**src/design/grb_pkg.sv**
```systemverilog
// Purpose: Shared constants and carriers for the gauge readback register bank
// Assumes: APB with 32-bit data, one aligned word per register
// Notes:   Printed offsets are not multiples of four, so byte address = 4 * index
package grb_pkg;

    // ----------------------------------------------------------------
    // Register indices and byte address width
    // ----------------------------------------------------------------
    localparam logic [7:0] GRB_IDX_AVG_LO   = 8'h61;
    localparam logic [7:0] GRB_IDX_CELL_HI  = 8'h62;
    localparam logic [7:0] GRB_IDX_CELL_LO  = 8'h63;
    localparam logic [7:0] GRB_IDX_TTE_HI   = 8'h64;
    localparam logic [7:0] GRB_IDX_TTE_LO   = 8'h65;
    localparam logic [7:0] GRB_IDX_SOC_HI   = 8'h66;
    localparam logic [7:0] GRB_IDX_SOC_LO   = 8'h67;
    localparam logic [7:0] GRB_IDX_TTF_HI   = 8'h68;
    localparam logic [7:0] GRB_IDX_TTF_LO   = 8'h69;
    localparam logic [7:0] GRB_IDX_READY    = 8'h6A;
    localparam int         GRB_ADDR_W       = 10;

    // ----------------------------------------------------------------
    // Ready register fields and reset values
    // ----------------------------------------------------------------
    localparam int         GRB_BIT_PORT_RDY = 7;
    localparam int         GRB_BIT_SNIF_EN  = 5;
    localparam int         GRB_NUM_VALID    = 5;
    localparam logic       GRB_SNIF_EN_RST  = 1'b1;
    localparam logic [7:0] GRB_BYTE_RST     = 8'h00;
    localparam logic [15:0] GRB_WORD_RST    = 16'h0000;

    // ----------------------------------------------------------------
    // Scaling of the quantities for software; not used in logic
    // ----------------------------------------------------------------
    localparam real GRB_AVG_WINDOW_S   = 45.0;
    localparam real GRB_VOLT_LSB_UV    = 78.125;
    localparam real GRB_VOLT_FS_V      = 5.12;
    localparam real GRB_TIME_LSB_S     = 5.625;
    localparam real GRB_TIME_FS_H      = 102.4;
    localparam real GRB_SOC_LSB_PCT    = 0.00390625;
    localparam real GRB_SOC_FS_PCT     = 256.0;

    // Validity flag order: [4] ttf, [3] soc, [2] tte, [1] cell, [0] avg
    typedef struct packed {
        logic [15:0] avg_cell_voltage;
        logic [15:0] cell_voltage;
        logic [15:0] time_empty;
        logic [15:0] charge_level;
        logic [15:0] time_full;
        logic [GRB_NUM_VALID-1:0] valid;
        logic        port_ready;
    } grb_gauge_t;

    typedef enum logic [1:0] {
        GRB_IDLE   = 2'b00,
        GRB_ACCESS = 2'b01
    } grb_phase_t;

endpackage

```
**src/design/grb_avg_filter.sv**
```systemverilog
// Purpose: Moving average of the cell voltage over a fixed window
// Assumes: One sample strobe per SAMPLE_S seconds from the gauge core
// Notes:   Power-of-two sample count keeps the divide a shift
module grb_avg_filter
    import grb_pkg::*;
#(
    parameter int DEPTH_LOG2 = 4
) (
    input  wire logic        clk,
    input  wire logic        rst_n,
    input  wire logic        sample_stb,
    input  wire logic [15:0] sample,
    output logic      [15:0] average
);
    localparam int DEPTH = 1 << DEPTH_LOG2;
    localparam int SUM_W = 16 + DEPTH_LOG2;

    // Refuse depths that the history and running sum cannot serve
    if (DEPTH_LOG2 < 1 || DEPTH_LOG2 > 8) begin
        $error("DEPTH_LOG2 out of range");
    end

    typedef struct packed {
        logic [DEPTH-1:0][15:0]   hist;
        logic [DEPTH_LOG2-1:0]    ptr;
        logic [SUM_W-1:0]         sum;
        logic [15:0]              avg;
    } grb_filt_st_t;

    grb_filt_st_t st_r;
    grb_filt_st_t st_nxt;

    // ----------------------------------------------------------------
    // Running sum: add newest, drop oldest, one slot per strobe
    // ----------------------------------------------------------------
    always_comb begin
        st_nxt = st_r;
        if (sample_stb) begin
            st_nxt.sum = st_r.sum + SUM_W'(sample) - SUM_W'(st_r.hist[st_r.ptr]);
            st_nxt.hist[st_r.ptr] = sample;
            st_nxt.ptr = st_r.ptr + 1'b1;
            st_nxt.avg = st_nxt.sum[SUM_W-1:DEPTH_LOG2];
        end
    end

    always_ff @(posedge clk or negedge rst_n) begin
        if (!rst_n) begin
            st_r <= '0;
        end else begin
            st_r <= st_nxt;
        end
    end

    assign average = st_r.avg;
endmodule

```
**src/design/grb_regs.sv**
```systemverilog
// Purpose: APB read-back register bank for fuel gauge results
// Assumes: Gauge core delivers results on clk with an update strobe
// Notes:   One wait state slave; unmapped addresses read zero and assert pslverr
// ----------------------------------------------------------------
// Functional notes
// - Averaged cell voltage low byte is read-only, resets to zero, and is a 45 s moving average.
// - Both cell voltages are 16-bit byte-pair joins, 78.125 uV per step, 5.12 V full scale.
// - Present cell voltage sits at 0x62 (high) and 0x63 (low), read-only, reset zero.
// - Time to empty sits at 0x64/0x65, read-only, reset zero, 5.625 s step, 102.4 h scale.
// - Time to full sits at 0x68/0x69, read-only, reset zero, same scaling as time to empty.
// - Charge level sits at 0x66/0x67, read-only, reset zero, 0.00390625 % step, 256 % scale.
// - Ready register bit 5 is a writable sniffer enable reset 1; bit 7 is read-only port ready.
// - Ready register bits 4..0 are read-only validity flags for ttf, soc, tte, cell, avg.
module grb_regs
    import grb_pkg::*;
#(
    parameter int AVG_DEPTH_LOG2 = 4
) (
    input  wire logic                  clk,
    input  wire logic                  rst_n,
    input  wire logic                  psel,
    input  wire logic                  penable,
    input  wire logic                  pwrite,
    input  wire logic [GRB_ADDR_W-1:0] paddr,
    input  wire logic [31:0]           pwdata,
    input  wire logic [3:0]            pstrb,
    output logic      [31:0]           prdata,
    output logic                       pready,
    output logic                       pslverr,
    input  wire logic                  gauge_upd,
    input  wire logic                  avg_sample_stb,
    input  wire grb_gauge_t            gauge_in,
    output logic                       sniffer_en,
    output logic [15:0]                avg_cell_voltage_hi_src
);
    // Refuse window sizes the averaging filter cannot serve
    if (AVG_DEPTH_LOG2 < 1 || AVG_DEPTH_LOG2 > 8) begin
        $error("AVG_DEPTH_LOG2 out of range");
    end

    // ----------------------------------------------------------------
    // State
    // ----------------------------------------------------------------
    typedef struct packed {
        grb_gauge_t  gauge;
        logic        snif_en;
        logic [31:0] rdata;
        logic        ready;
        logic        slverr;
        grb_phase_t  phase;
    } grb_st_t;

    grb_st_t     st_r;
    grb_st_t     st_nxt;
    logic [15:0] avg_value;

    // 45 s window average of the present cell voltage
    grb_avg_filter #(
        .DEPTH_LOG2 (AVG_DEPTH_LOG2)
    ) u_avg (
        .clk        (clk),
        .rst_n      (rst_n),
        .sample_stb (avg_sample_stb),
        .sample     (gauge_in.cell_voltage),
        .average    (avg_value)
    );

    // ----------------------------------------------------------------
    // Decode helpers
    // ----------------------------------------------------------------
    // Byte address to register index; misaligned gives an out-of-map index
    function automatic logic [7:0] grb_index(input logic [GRB_ADDR_W-1:0] a);
        if (a[1:0] != 2'b00) begin
            return 8'hFF;
        end
        return a[GRB_ADDR_W-1:2];
    endfunction

    function automatic logic grb_mapped(input logic [7:0] idx);
        return (idx >= GRB_IDX_AVG_LO) && (idx <= GRB_IDX_READY);
    endfunction

    // Picks the high or low byte of a 16-bit quantity
    function automatic logic [7:0] grb_half(input logic [15:0] v, input logic hi);
        return hi ? v[15:8] : v[7:0];
    endfunction

    function automatic logic [7:0] grb_read(input grb_st_t s, input logic [7:0] idx);
        logic [7:0] d;
        d = GRB_BYTE_RST;
        if (idx == GRB_IDX_AVG_LO) begin
            d = grb_half(s.gauge.avg_cell_voltage, 1'b0);
        end else if (idx == GRB_IDX_CELL_HI) begin
            d = grb_half(s.gauge.cell_voltage, 1'b1);
        end else if (idx == GRB_IDX_CELL_LO) begin
            d = grb_half(s.gauge.cell_voltage, 1'b0);
        end else if (idx == GRB_IDX_TTE_HI) begin
            d = grb_half(s.gauge.time_empty, 1'b1);
        end else if (idx == GRB_IDX_TTE_LO) begin
            d = grb_half(s.gauge.time_empty, 1'b0);
        end else if (idx == GRB_IDX_SOC_HI) begin
            d = grb_half(s.gauge.charge_level, 1'b1);
        end else if (idx == GRB_IDX_SOC_LO) begin
            d = grb_half(s.gauge.charge_level, 1'b0);
        end else if (idx == GRB_IDX_TTF_HI) begin
            d = grb_half(s.gauge.time_full, 1'b1);
        end else if (idx == GRB_IDX_TTF_LO) begin
            d = grb_half(s.gauge.time_full, 1'b0);
        end else if (idx == GRB_IDX_READY) begin
            d[GRB_BIT_PORT_RDY] = s.gauge.port_ready;
            d[GRB_BIT_SNIF_EN]  = s.snif_en;
            d[GRB_NUM_VALID-1:0] = s.gauge.valid;
        end
        return d;
    endfunction

    // ----------------------------------------------------------------
    // Next state
    // ----------------------------------------------------------------
    // Responses are registered so every bus output comes from a flop;
    // this costs one wait state per access but keeps outputs glitch free.
    always_comb begin
        logic [7:0] idx;
        idx = grb_index(paddr);
        st_nxt = st_r;
        st_nxt.ready = 1'b0;
        st_nxt.slverr = 1'b0;

        // Gauge results land only on the core's update strobe; the
        // average is ours and is copied in with the same strobe.
        if (gauge_upd) begin
            st_nxt.gauge = gauge_in;
            st_nxt.gauge.avg_cell_voltage = avg_value;
        end

        case (st_r.phase)
            GRB_IDLE: begin
                if (psel && penable) begin
                    st_nxt.ready = 1'b1;
                    st_nxt.phase = GRB_ACCESS;
                    st_nxt.slverr = !grb_mapped(idx);
                    st_nxt.rdata = '0;
                    if (!pwrite) begin
                        st_nxt.rdata = {24'h000000, grb_read(st_r, idx)};
                    end else if (idx == GRB_IDX_READY && pstrb[0]) begin
                        // Only the sniffer enable is writable here
                        st_nxt.snif_en = pwdata[GRB_BIT_SNIF_EN];
                    end
                end
            end
            GRB_ACCESS: begin
                // Handshake completed this edge; wait for next access phase
                st_nxt.phase = GRB_IDLE;
            end
            default: begin
                st_nxt.phase = GRB_IDLE;
            end
        endcase
    end

    always_ff @(posedge clk or negedge rst_n) begin
        if (!rst_n) begin
            st_r         <= '0;
            st_r.snif_en <= GRB_SNIF_EN_RST;
        end else begin
            st_r <= st_nxt;
        end
    end

    // ----------------------------------------------------------------
    // Outputs
    // ----------------------------------------------------------------
    assign prdata     = st_r.rdata;
    assign pready     = st_r.ready;
    assign pslverr    = st_r.slverr;
    assign sniffer_en = st_r.snif_en;
    // High byte register lives outside; it reads this held value
    assign avg_cell_voltage_hi_src = st_r.gauge.avg_cell_voltage;
endmodule

```
**config.mk**
```make
export PLATFORM = sky130hd
export DESIGN_NAME = grb_regs
export DESIGN_NICKNAME = d
export VERILOG_FILES = /design/src/design/grb_pkg.sv /design/src/design/grb_avg_filter.sv /design/src/design/grb_regs.sv
export SDC_FILE = /design/constraint.sdc
export NUM_CORES = 1
export LEC_CHECK = 0
export BUFFER_PORTS_ARGS = -buffer_cell sky130_fd_sc_hd__buf_2
export CAP_MARGIN = 20
export CORE_MARGIN = 2
export CORE_UTILIZATION = 64
export DETAILED_ROUTE_END_ITERATION = 10
export PLACE_DENSITY = 0.84
export RECOVER_POWER = 25
export SLEW_MARGIN = 15
export SYNTH_ARGS = -nofsm -noshare
export SYNTH_HDL_FRONTEND = slang
export SYNTH_HIERARCHICAL = 1
export SYNTH_SLANG_ARGS = --single-unit
```
**constraint.sdc**
```tcl
create_clock -name clk -period 10.4 [get_ports clk]
set_clock_uncertainty 0.05 [all_clocks]
set_input_delay 0 -clock clk [delete_from_list [all_inputs] [get_ports clk]]
set_output_delay 0 -clock clk [all_outputs]
set_load 0.01 [all_outputs]
```
Word level (Yosys, flattened, before mapping)
Cells that the tools add are included.
Operators by class
  reduce and logical (&&, ||, !) cells: 9
  equal/unequal tests: 11
  multiplexer cells: 25
  magnitude comparators: 4
  add/subtract/negate cells: 3
Operators by type and width (number)
  bitwise mux 256 bit: 1
  2-to-1 mux 8 bit: 11
  equality test 8 x 7 -> 1 bit, second input constant: 10
  binary-select mux 16 bit (select 4 bit): 1
  demux 16 bit (select 4 bit): 1
  2-to-1 mux 16 bit: 2
  adder 20 x 16 -> 20 bit: 1
  subtractor 20 x 16 -> 20 bit: 1
  2-to-1 mux 6 bit: 2
  >= comparator 8 x 7 -> 1 bit, second input constant: 1
  <= comparator 8 x 7 -> 1 bit, second input constant: 1
  less-than comparator 4 x 5 -> 1 bit, second input constant: 1
  adder 4 x 1 -> 4 bit, second input constant: 1
  >= comparator 4 x 1 -> 1 bit, second input constant: 1
  logical AND 1 bit: 4
  2-to-1 mux 1 bit: 4
  2-to-1 mux 2 bit: 2
  2-to-1 mux 4 bit: 1
  AND reduction 4 bit: 1
  logical NOT 2 bit: 1
  != test 2 bit, second input constant: 1
  AND reduction 2 bit: 1
  nonzero test 2 bit: 1
  logical NOT 1 bit: 1
Word-level totals
  output and inout port bits: 51
  logic and storage cells: 83
  register bits: 395

Logic depth before layout (Yosys ltp)
Gate-level depths: netlist of the first run.
  word-level depth: 15
  depth in mapped cells: 15
  gate-level depth less buffers: 12

By module
The synthesis of the first run kept the hierarchy.
By module, submodules not included
  grb_avg_filter: instances 1, cells each 1197, sequential area each 7006.7 um2, area each 13817.0 um2
  grb_regs: instances 1, cells each 420, sequential area each 2453.6 um2, area each 4988.5 um2

Worst setup path before layout of the first run
No wires, ideal clock.
  path type: register to register
  start: register u_avg/st_r[36] in the netlist's numbering
  end: register u_avg.st_r, in the netlist u_avg/average[12]
  period minus slack after synthesis: 4041 ps
  path buffers: 3
  arrival time: 3871 ps
  stages on the path, launching flop included: 15
  setup time: 120 ps
  setup slack: 6359 ps
  cell sequence: dfrtp_1 > clkbuf_2 > buf_6 > buf_8 > mux4_2 > mux4_2 > fa_1 > inv_1 > fa_1 > a211oi_2 > o211ai_1 > nand3_1 > a21oi_1 > or3_1 > a31o_1
On the way
  word-level cells in the longest chain between the ends: 3
RTL lines
  start: declaration: line grb_avg_filter.sv:30  | grb_filt_st_t st_r;
  start signal: assignment: line grb_avg_filter.sv:50  | st_r <= st_nxt;
  binary-select mux 16 bit (select 4 bit): line grb_avg_filter.sv:39  | st_nxt.sum = st_r.sum + SUM_W'(sample) - SUM_W'(st_r.hist[st_r.ptr]);
  2-to-1 mux 16 bit (implied by the code): line grb_avg_filter.sv:39
  subtractor 20 x 16 -> 20 bit: line grb_avg_filter.sv:39
Every way passes these cells. The select of a mux whose other input is x is not followed.
A chain may end at the register's enable or synchronous reset.

Worst setup path in the final report of the first run
  start: register u_avg/st_r[36] in the netlist's numbering
  end: register u_avg.st_r, in the netlist u_avg/average[6]
Same word-level chain as after synthesis.

==> results of run 1 <==
==> per-layer routing <==
metal  share of wire  wire length, um  vias up
li1                -                -     5836
met1            0.36            19300     7051
met2            0.47            25500     1019
met3            0.11             5810      300
met4           0.061             3270        4
met5          0.0020              109        -
==> worst max-delay path, cell delays in order (launching register included) <==
cell and delay [ns]:
dfrtp_4 0.68, buf_4 0.80, mux4_2 0.62, mux4_2 0.50, fa_1 0.50, inv_1 0.08, fa_1 0.52, a211oi_2 0.43
o211ai_1 0.24, a31o_2 0.29, a21oi_1 0.20, xor2_1 0.23, mux2i_1 0.13
==> metrics by stage <==
step                      hold slack, ns  std cells  total power [W]
final                             0.0260       2138          0.00791
after global routing              0.0344       2136          0.00836
after CTS                         0.0151       2132          0.00771
after detailed placement           0.127       1980          0.00611
after global placement             0.111       1980          0.00592
after floorplan                   -0.346       1640          0.00533
==> logic make-up (layout without fill, tap and decap cells) <==
group	count (synthesis)	after routing
adder cells (fa/ha/maj)	40	40
flip-flops	378	378
buffers and inverters	254	365
XOR/XNOR	12	12
multiplexers	261	261
other	1	27
AO/OA/AOI/OAI	331	331
AND/OR/NAND/NOR	340	340
==> power by group through the flow <==
stage	logic (W)	registers (W)	clock network, W
2_1_floorplan	0.00303	0.00230	0
3_3_place_gp	0.00349	0.00244	0
3_5_place_dp	0.00362	0.00249	0
4_1_cts	0.00372	0.00248	0.00151
5_1_grt	0.00420	0.00256	0.00160
6_report	0.00387	0.00251	0.00153
==> state kept, by name, indices dropped and copies added, names as in the netlist <==
register                 count
pslverr                      1
pready                       1
sniffer_en                   1
st_r                        71
avg_cell_voltage_hi_src     16
u_avg/average               16
prdata                       8
u_avg/st_r                 264
==> area by class of cell <==
type,instances,area share
Antenna cell,3,0.000351
Clock buffer,62,0.0567
Clock inverter,8,0.00841
Inverter,74,0.0130
Multi-Input combinational cell,1008,0.381
Sequential cell,378,0.442
Tap cell,384,0.0224
Timing Repair Buffer,221,0.0757
==> Yosys cell counts (22+ instances only) <==
master    number  area, um2
dfrtp_1      377       9430
nand2_1      223        837
o21ai_0      209       1050
mux2_2       170       1910
mux4_2        80       1800
clkbuf_1      76        285
inv_1         74        278
buf_4         65        488
a21oi_1       32        160
nand3_1       27        135
ha_1          24        300
nor2_1        24       90.1
buf_2         22        110
==> worst min path at each step <==
stage,startpoint,to,slack (ns)
6_report,avg_sample_stb,u_avg/average[5],0.03
5_1_grt,avg_sample_stb,u_avg/average[10],0.03
4_1_cts,avg_sample_stb,u_avg/average[8],0.02
3_5_place_dp,rst_n,st_r[53],0.13
3_3_place_gp,rst_n,st_r[53],0.11
2_1_floorplan,rst_n,avg_cell_voltage_hi_src[0],-0.35
==> results by group, run 1 <==
Outcome
  • Outcome: complete, but fails checks
  • Failing checks: DRC, capacitance limit, slew limit

Drt
  • Via Count: 14200
  • Final antenna-violating net count: 0
  • DRC violations left: 2
  • Drt total wl: 54.0 mm
  • DR pass1 iterations: 9
  • DR WL/cell: 25.3 um
  • Initial DRC count: 2018
  • Vias per std cell: 6.65

Finish
  • Multi-input logic area: 8170 um2
  • Commonest non-fill, non-tap cell in the layout: dfrtp_1
  • FF/Latch Area: 9470 um2
  • Final Net Count: 1901
  • Most frequent cells in the layout: dfrtp_1, nand2_1, o21ai_0
  • P&R area growth vs syn: 13.9%
  • Final instance area: 21400 um2
  • Share of cells above drive strength 1: 0.266
  • Layout filler cell count: 1633
  • Final core occ: 0.744

Placed design
  • Dpl cell area: 19100 um2
  • I/O Buffers: 115
  • Final GP Congestion: 0.874
  • Post-DP HPWL: 29.2 mm
  • Dpl ws: 5.02 ns

Logic synthesis
  • Complex-gate fraction of the synthesized area: 0.104
  • Post-synthesis sequential area ratio: 0.503
  • Synthesized area: 18800 um2
  • Syn_area_per_cell: 11.6 um2
  • Synth unique cells: 77
  • Post-synth EDFFs: 0
  • Mux cell area share after synthesis: 0.203
  • YS warnings: 6
  • Synth Area in Adders: 0.0330
  • Main synth FF type: dfrtp_1
  • Simple-gate share of the synthesized area: 0.0823
  • Largest family of logic cells by synthesized area: multiplexers
  • Synth Area in XOR/XNOR: 0.00559
  • Fraction of registers with async set/reset: 1.00
  • FF+latch count, synth: 378
  • Post-Syn Instances: 1617

Pwr
  • Logic gate share of total power: 0.489
  • Pleak: 9.68 nW
  • Clk network pwr share: 0.194
  • Switching Power: 0.00317 W
  • PD cells: 369 nW/um2
  • Sequential power share: 0.317
  • Max IR drop VDD: 0.000316 V
  • Net Sw Frac: 0.401
  • Pint: 0.00474 W

Floorplan
  • Die area: 30800 um2
  • Initial Utilization: 0.653
  • Std cell rows: 62
  • Die Wd: 175 um
  • Core area: 28800 um2
  • Die Y-Extent: 175 um
  • I/O Pins: 190

Critical path
  • Crit path to: u_avg/average[6]
  • Worst EP required: 10.76 ns
  • CP endpoint kind: register
  • Reg2reg end: u_avg/average[6]
  • WS Path Type: register to register
  • Worst r2r src: u_avg/st_r[36]
  • Crit-path max FO: 51
  • Worst setup startpoint: u_avg/st_r[36]
  • Startpoint types: register
  • R2R cell count: 12
  • Reg2Reg Setup Slack: 4.88 ns
  • Worst EP arrival: 5.88 ns

Clock network
  • Clk sink count: 378
  • Total CTS buffers: 39
  • Clock buffer depth: 3
  • CTS tree: done
  • Clk_lat worst skew: 0.56 ns
  • Post_cts resized: 0
  • CTS Root Cell: clkbuf_16
  • Post CTS Setup Buffer Count: 0
  • CTS clk-pin slew, worst paths: 0.06 ns
  • CTS H-Tree Depth: 2
  • Hold_buf cts: 82

Timing
  • RSZ-0062 raised after global routing: false
  • Tcrit/Tclk final: 0.531
  • Minimum clock period: 5.52 ns
  • Hold Violations, Final: 0
  • Worst-Margin Slew: 4.86 ns
  • Fmax: 0.181 GHz
  • Final Setup Violations: 0
  • Setup TNS: 0 ns
  • Max-slew headroom: -2.24
  • Worst setup margin: 4.88 ns
  • Max-slew violations: 88

GRT
  • Met3 Usage GRT: 0.0911
  • Met2 Resource Use GR: 0.560
  • First-pass GRT wire length: 83.7 mm
  • Largest net degree at the start of global routing: 136
  • Global Route met1 Usage: 0.460
  • Initial antenna violation count: 4
  • Busiest grt layer: met2
  • GRT Total Usage: 0.355
  • Total congestion overflow: 0
  • Vias in the first global route: 14700

Job
  • Max-Cap Viols: 1

Worst hold path
  • HP Class: input port to register
  • Hold depth: 3
(Power assumes the default switching activity.)
==> inputs of run 2 (changes only) <==
Settings changed: ABC_AREA from default to 1, CORE_UTILIZATION 64 to 60, PLACE_DENSITY 0.84 to 0.79.
Clock period 10.4 ns to 5.8 ns, I/O delays scaled along.
==> results by group, run 2 <==
GRT
  • GRT Total Usage: 0.318 (-0.0376)
  • Vias in the first global route: 15800 (+7.2%)
  • Initial antenna violation count: 1 (-3)
  • Total congestion overflow: 0 (unchanged)
  • Largest net degree at the start of global routing: 152 (+12%)
  • First-pass GRT wire length: 84.1 mm (+0.58%)

Logic synthesis
  • Synth unique cells: 39 (-49%)
  • Syn_area_per_cell: 8.55 um2 (-26%)
  • Top post-synthesis cells by count: nand2_1, dfrtp_1, o21ai_0, nor2_1, inv_1
  • Fraction of registers with async set/reset: 1.00 (unchanged)
  • Post-synthesis sequential area ratio: 0.490 (-0.0133)
  • FF+latch count, synth: 378 (unchanged)
  • Post-synth EDFFs: 0 (unchanged)
  • Post-synth top area cell: dfrtp_1
  • YS warnings: 6 (unchanged)
  • Main synth FF type: dfrtp_1
  • Most common cell in the netlist: nand2_1
  • Post-Syn Instances: 2259 (+40%)
  • Synthesized area: 19300 um2 (+2.7%)
  • Synth top area share: 0.488 (-0.0133)
  • Dominant cells by area after synthesis: dfrtp_1, nand2_1, o21ai_0

Floorplan
  • Die area: 33600 um2 (+9.3%)
  • Std cell rows: 65 (+4.8%)
  • Initial Utilization: 0.611 (-0.0429)
  • I/O Pins: 190 (unchanged)
  • Core area: 31600 um2 (+9.9%)
  • Die Wd: 183 um (+4.6%)
  • Die Y-Extent: 183 um (+4.6%)

Finish
  • Share of cells above drive strength 1: 0.146 (-0.119)
  • Commonest non-fill, non-tap cell in the layout: nand2_1
  • FF/Latch Area: 9470 um2 (about the same)
  • Layout filler cell count: 2309 (+41%)
  • Max reg flops: 264 (unchanged)
  • Final core occ: 0.681 (-0.0633)
  • Regs by FF count: u_avg/st_r: 264 flops, st_r: 71 flops
  • Multi-input logic area: 7990 um2 (-2.1%)
  • Top reg by flops: u_avg/st_r
  • P&R area growth vs syn: 11.5%
  • Most frequent cells in the layout: nand2_1, dfrtp_1, o21ai_0
  • Final Net Count: 2518 (+32%)

Timing
  • Tcrit/Tclk final: 0.720 (+0.190)
  • Final Setup Violations: 0 (unchanged)
  • Worst-Margin Slew: 3.23 ns (-1.63 ns)
  • Max-slew headroom: -1.15 (+1.09)
  • Minimum clock period: 4.18 ns (-1.34 ns)
  • RSZ-0062 raised after global routing: false
  • Hold Violations, Final: 1 (+1)
  • Fmax: 0.239 GHz (+32%)
  • Max-slew violations: 129 (+47%)
  • Hold Worst Slack: -0.00146 ns (-0.0274 ns)
  • Setup TNS: 0 ns (unchanged)

Pwr
  • PD cells: 646 nW/um2 (+75%)
  • Max IR drop VDD: 0.000412 V (+30%)
  • Pleak: 10.4 nW (+7.8%)

Clock network
  • Clk_lat worst skew: 0.54 ns (-0.02 ns)
  • Post CTS Setup Buffer Count: 0 (unchanged)
  • CTS tree: done
  • Total CTS buffers: 40 (+2.6%)
  • CTS H-Tree Depth: 2 (unchanged)
  • CTS Root Cell: clkbuf_16
  • Clock buffer depth: 3 (unchanged)
  • CTS clk-pin slew, worst paths: 0.06 ns (about the same)
  • Clk sink count: 378 (unchanged)

Critical path
  • Critical-path cell list: clkinv_2 -> buf_4 -> o21ai_0 -> nand2_1 -> nand2_1 -> nand4_1 -> fa_1 -> inv_1 -> ha_1 -> nand2_1 -> nand2_1 -> a21oi_1 -> nand3_1 -> or2_2 -> nand3_1 -> o21ai_0
  • Worst EP required: 6.15 ns (-4.61 ns)
  • WS Path Type: register to register
  • Worst EP arrival: 4.52 ns (-1.36 ns)
  • CP endpoint kind: register
  • Crit-path max cell delay: 0.57 ns (-0.23 ns)
  • Most common cell on crit path: nand2_1
  • Worst setup startpoint: u_avg/st_r[36]
  • Critical path's slowest cell: fa_1
  • Startpoint types: register
  • Reg2Reg Setup Slack: 1.62 ns (-3.26 ns)
  • Crit-path max FO: 37 (-27%)
  • Worst r2r src: u_avg/st_r[36]

Worst hold path
  • HP Class: input port to register
  • Hold path start: gauge_upd

Drt
  • Via Count: 16400 (+15%)
  • DR pass1 iterations: 6 (-3)
  • Drt total wl: 53.0 mm (-1.8%)
  • Final antenna-violating net count: 0 (unchanged)
  • Vias per std cell: 5.91 (-11%)
  • DR WL/cell: 19.1 um (-24%)
  • DRC violations left: 0 (-2)
  • Initial DRC count: 1913 (-5.2%)

Placed design
  • Post-DP HPWL: 30.8 mm (+5.4%)
  • Final GP Congestion: 0.881 (+0.77%)
  • I/O Buffers: 115 (unchanged)

Outcome
  • Failing checks: hold timing, capacitance limit, slew limit
  • Outcome: complete, but fails checks

Job
  • Max-Cap Viols: 1 (unchanged)
-- run 2: cell types whose count changed after synthesis, moves of 61 or more --
cell	delta
nand2_1	+315
inv_1	+98
mux4_2	-80
mux2_2	-109
nor2_1	+152
o21ai_1	+61
a21oi_1	+74
o21ai_0	+76
-- run 2: through the flow --
| step | setup WS (ns) | power (W) | cell area [um2] | cells | hold slack, ns |
|---|---|---|---|---|---|
| 2_1_floorplan | 2.84 | 0.00953 | 19400 | 2282 | -0.346 |
| 5_1_grt | 1.36 | 0.0151 | 21500 | 2771 | 0.0262 |
| 3_3_place_gp | 1.86 | 0.0108 | 19400 | 2617 | 0.105 |
| 3_5_place_dp | 1.74 | 0.0111 | 19400 | 2617 | 0.108 |
| 4_1_cts | 1.71 | 0.0138 | 21500 | 2770 | 0.131 |
| 6_report | 1.62 | 0.0139 | 21500 | 2772 | -0.00146 |
-- run 2: layout make-up --
class                           instances  share of cell area
Antenna cell                            1            0.000116
Clock buffer                           60              0.0546
Clock inverter                         12             0.00767
Inverter                              181              0.0316
Multi-Input combinational cell       1525               0.371
Sequential cell                       378               0.439
Tap cell                              402              0.0234
Timing Repair Buffer                  213              0.0721
-- run 2: cell families after synthesis --
group           Yosys count  synth area share
fa+ha+maj                40            0.0321
other cells               1          0.000194
mux                      62            0.0361
simple gates            835             0.180
compound gates          554             0.156
buf+inv                 379             0.101
xor+xnor                 10           0.00453
flops                   378             0.490
-- run 2: metal layers --
layer,part of all wire,track usage,vias up
met4,0.047,0.152,2
met5,0.00023,0,-
met1,0.40,0.425,7865
met2,0.46,0.501,879
li1,-,-,7433
met3,0.094,0.0630,199
-- run 2: worst paths after layout --
check	end	depth (start not counted)
worst min-delay path	st_r[66]	3
worst min register to register	st_r[0]	1
max in group asynchronous	u_avg/st_r[36]	2
worst max register to register	u_avg/average[5]	16
worst max-delay path	u_avg/average[5]	16
min in group asynchronous	u_avg/st_r[249]	2
-- run 2: timing repair --
item / 4_1_cts / 5_1_grt
resized for setup: 0 / 0
hold buffers: 81 / 0
endpoints found under the hold margin: 254 / 0
-- run 2: critical path, delay by kind of cell, from the launching register on --
kind	cells	cell delay, ns
AND/OR/NAND/NOR	8	1.24
AO/OA/AOI/OAI	3	0.44
flip-flops	1	0.44
adder cells (fa/ha/maj)	2	0.92
buffers and inverters	3	0.93
-- run 2: where the power goes --
group          internal (W)  switching (W)
Sequential          0.00372       0.000558
Combinational       0.00253        0.00451
Clock               0.00154        0.00105
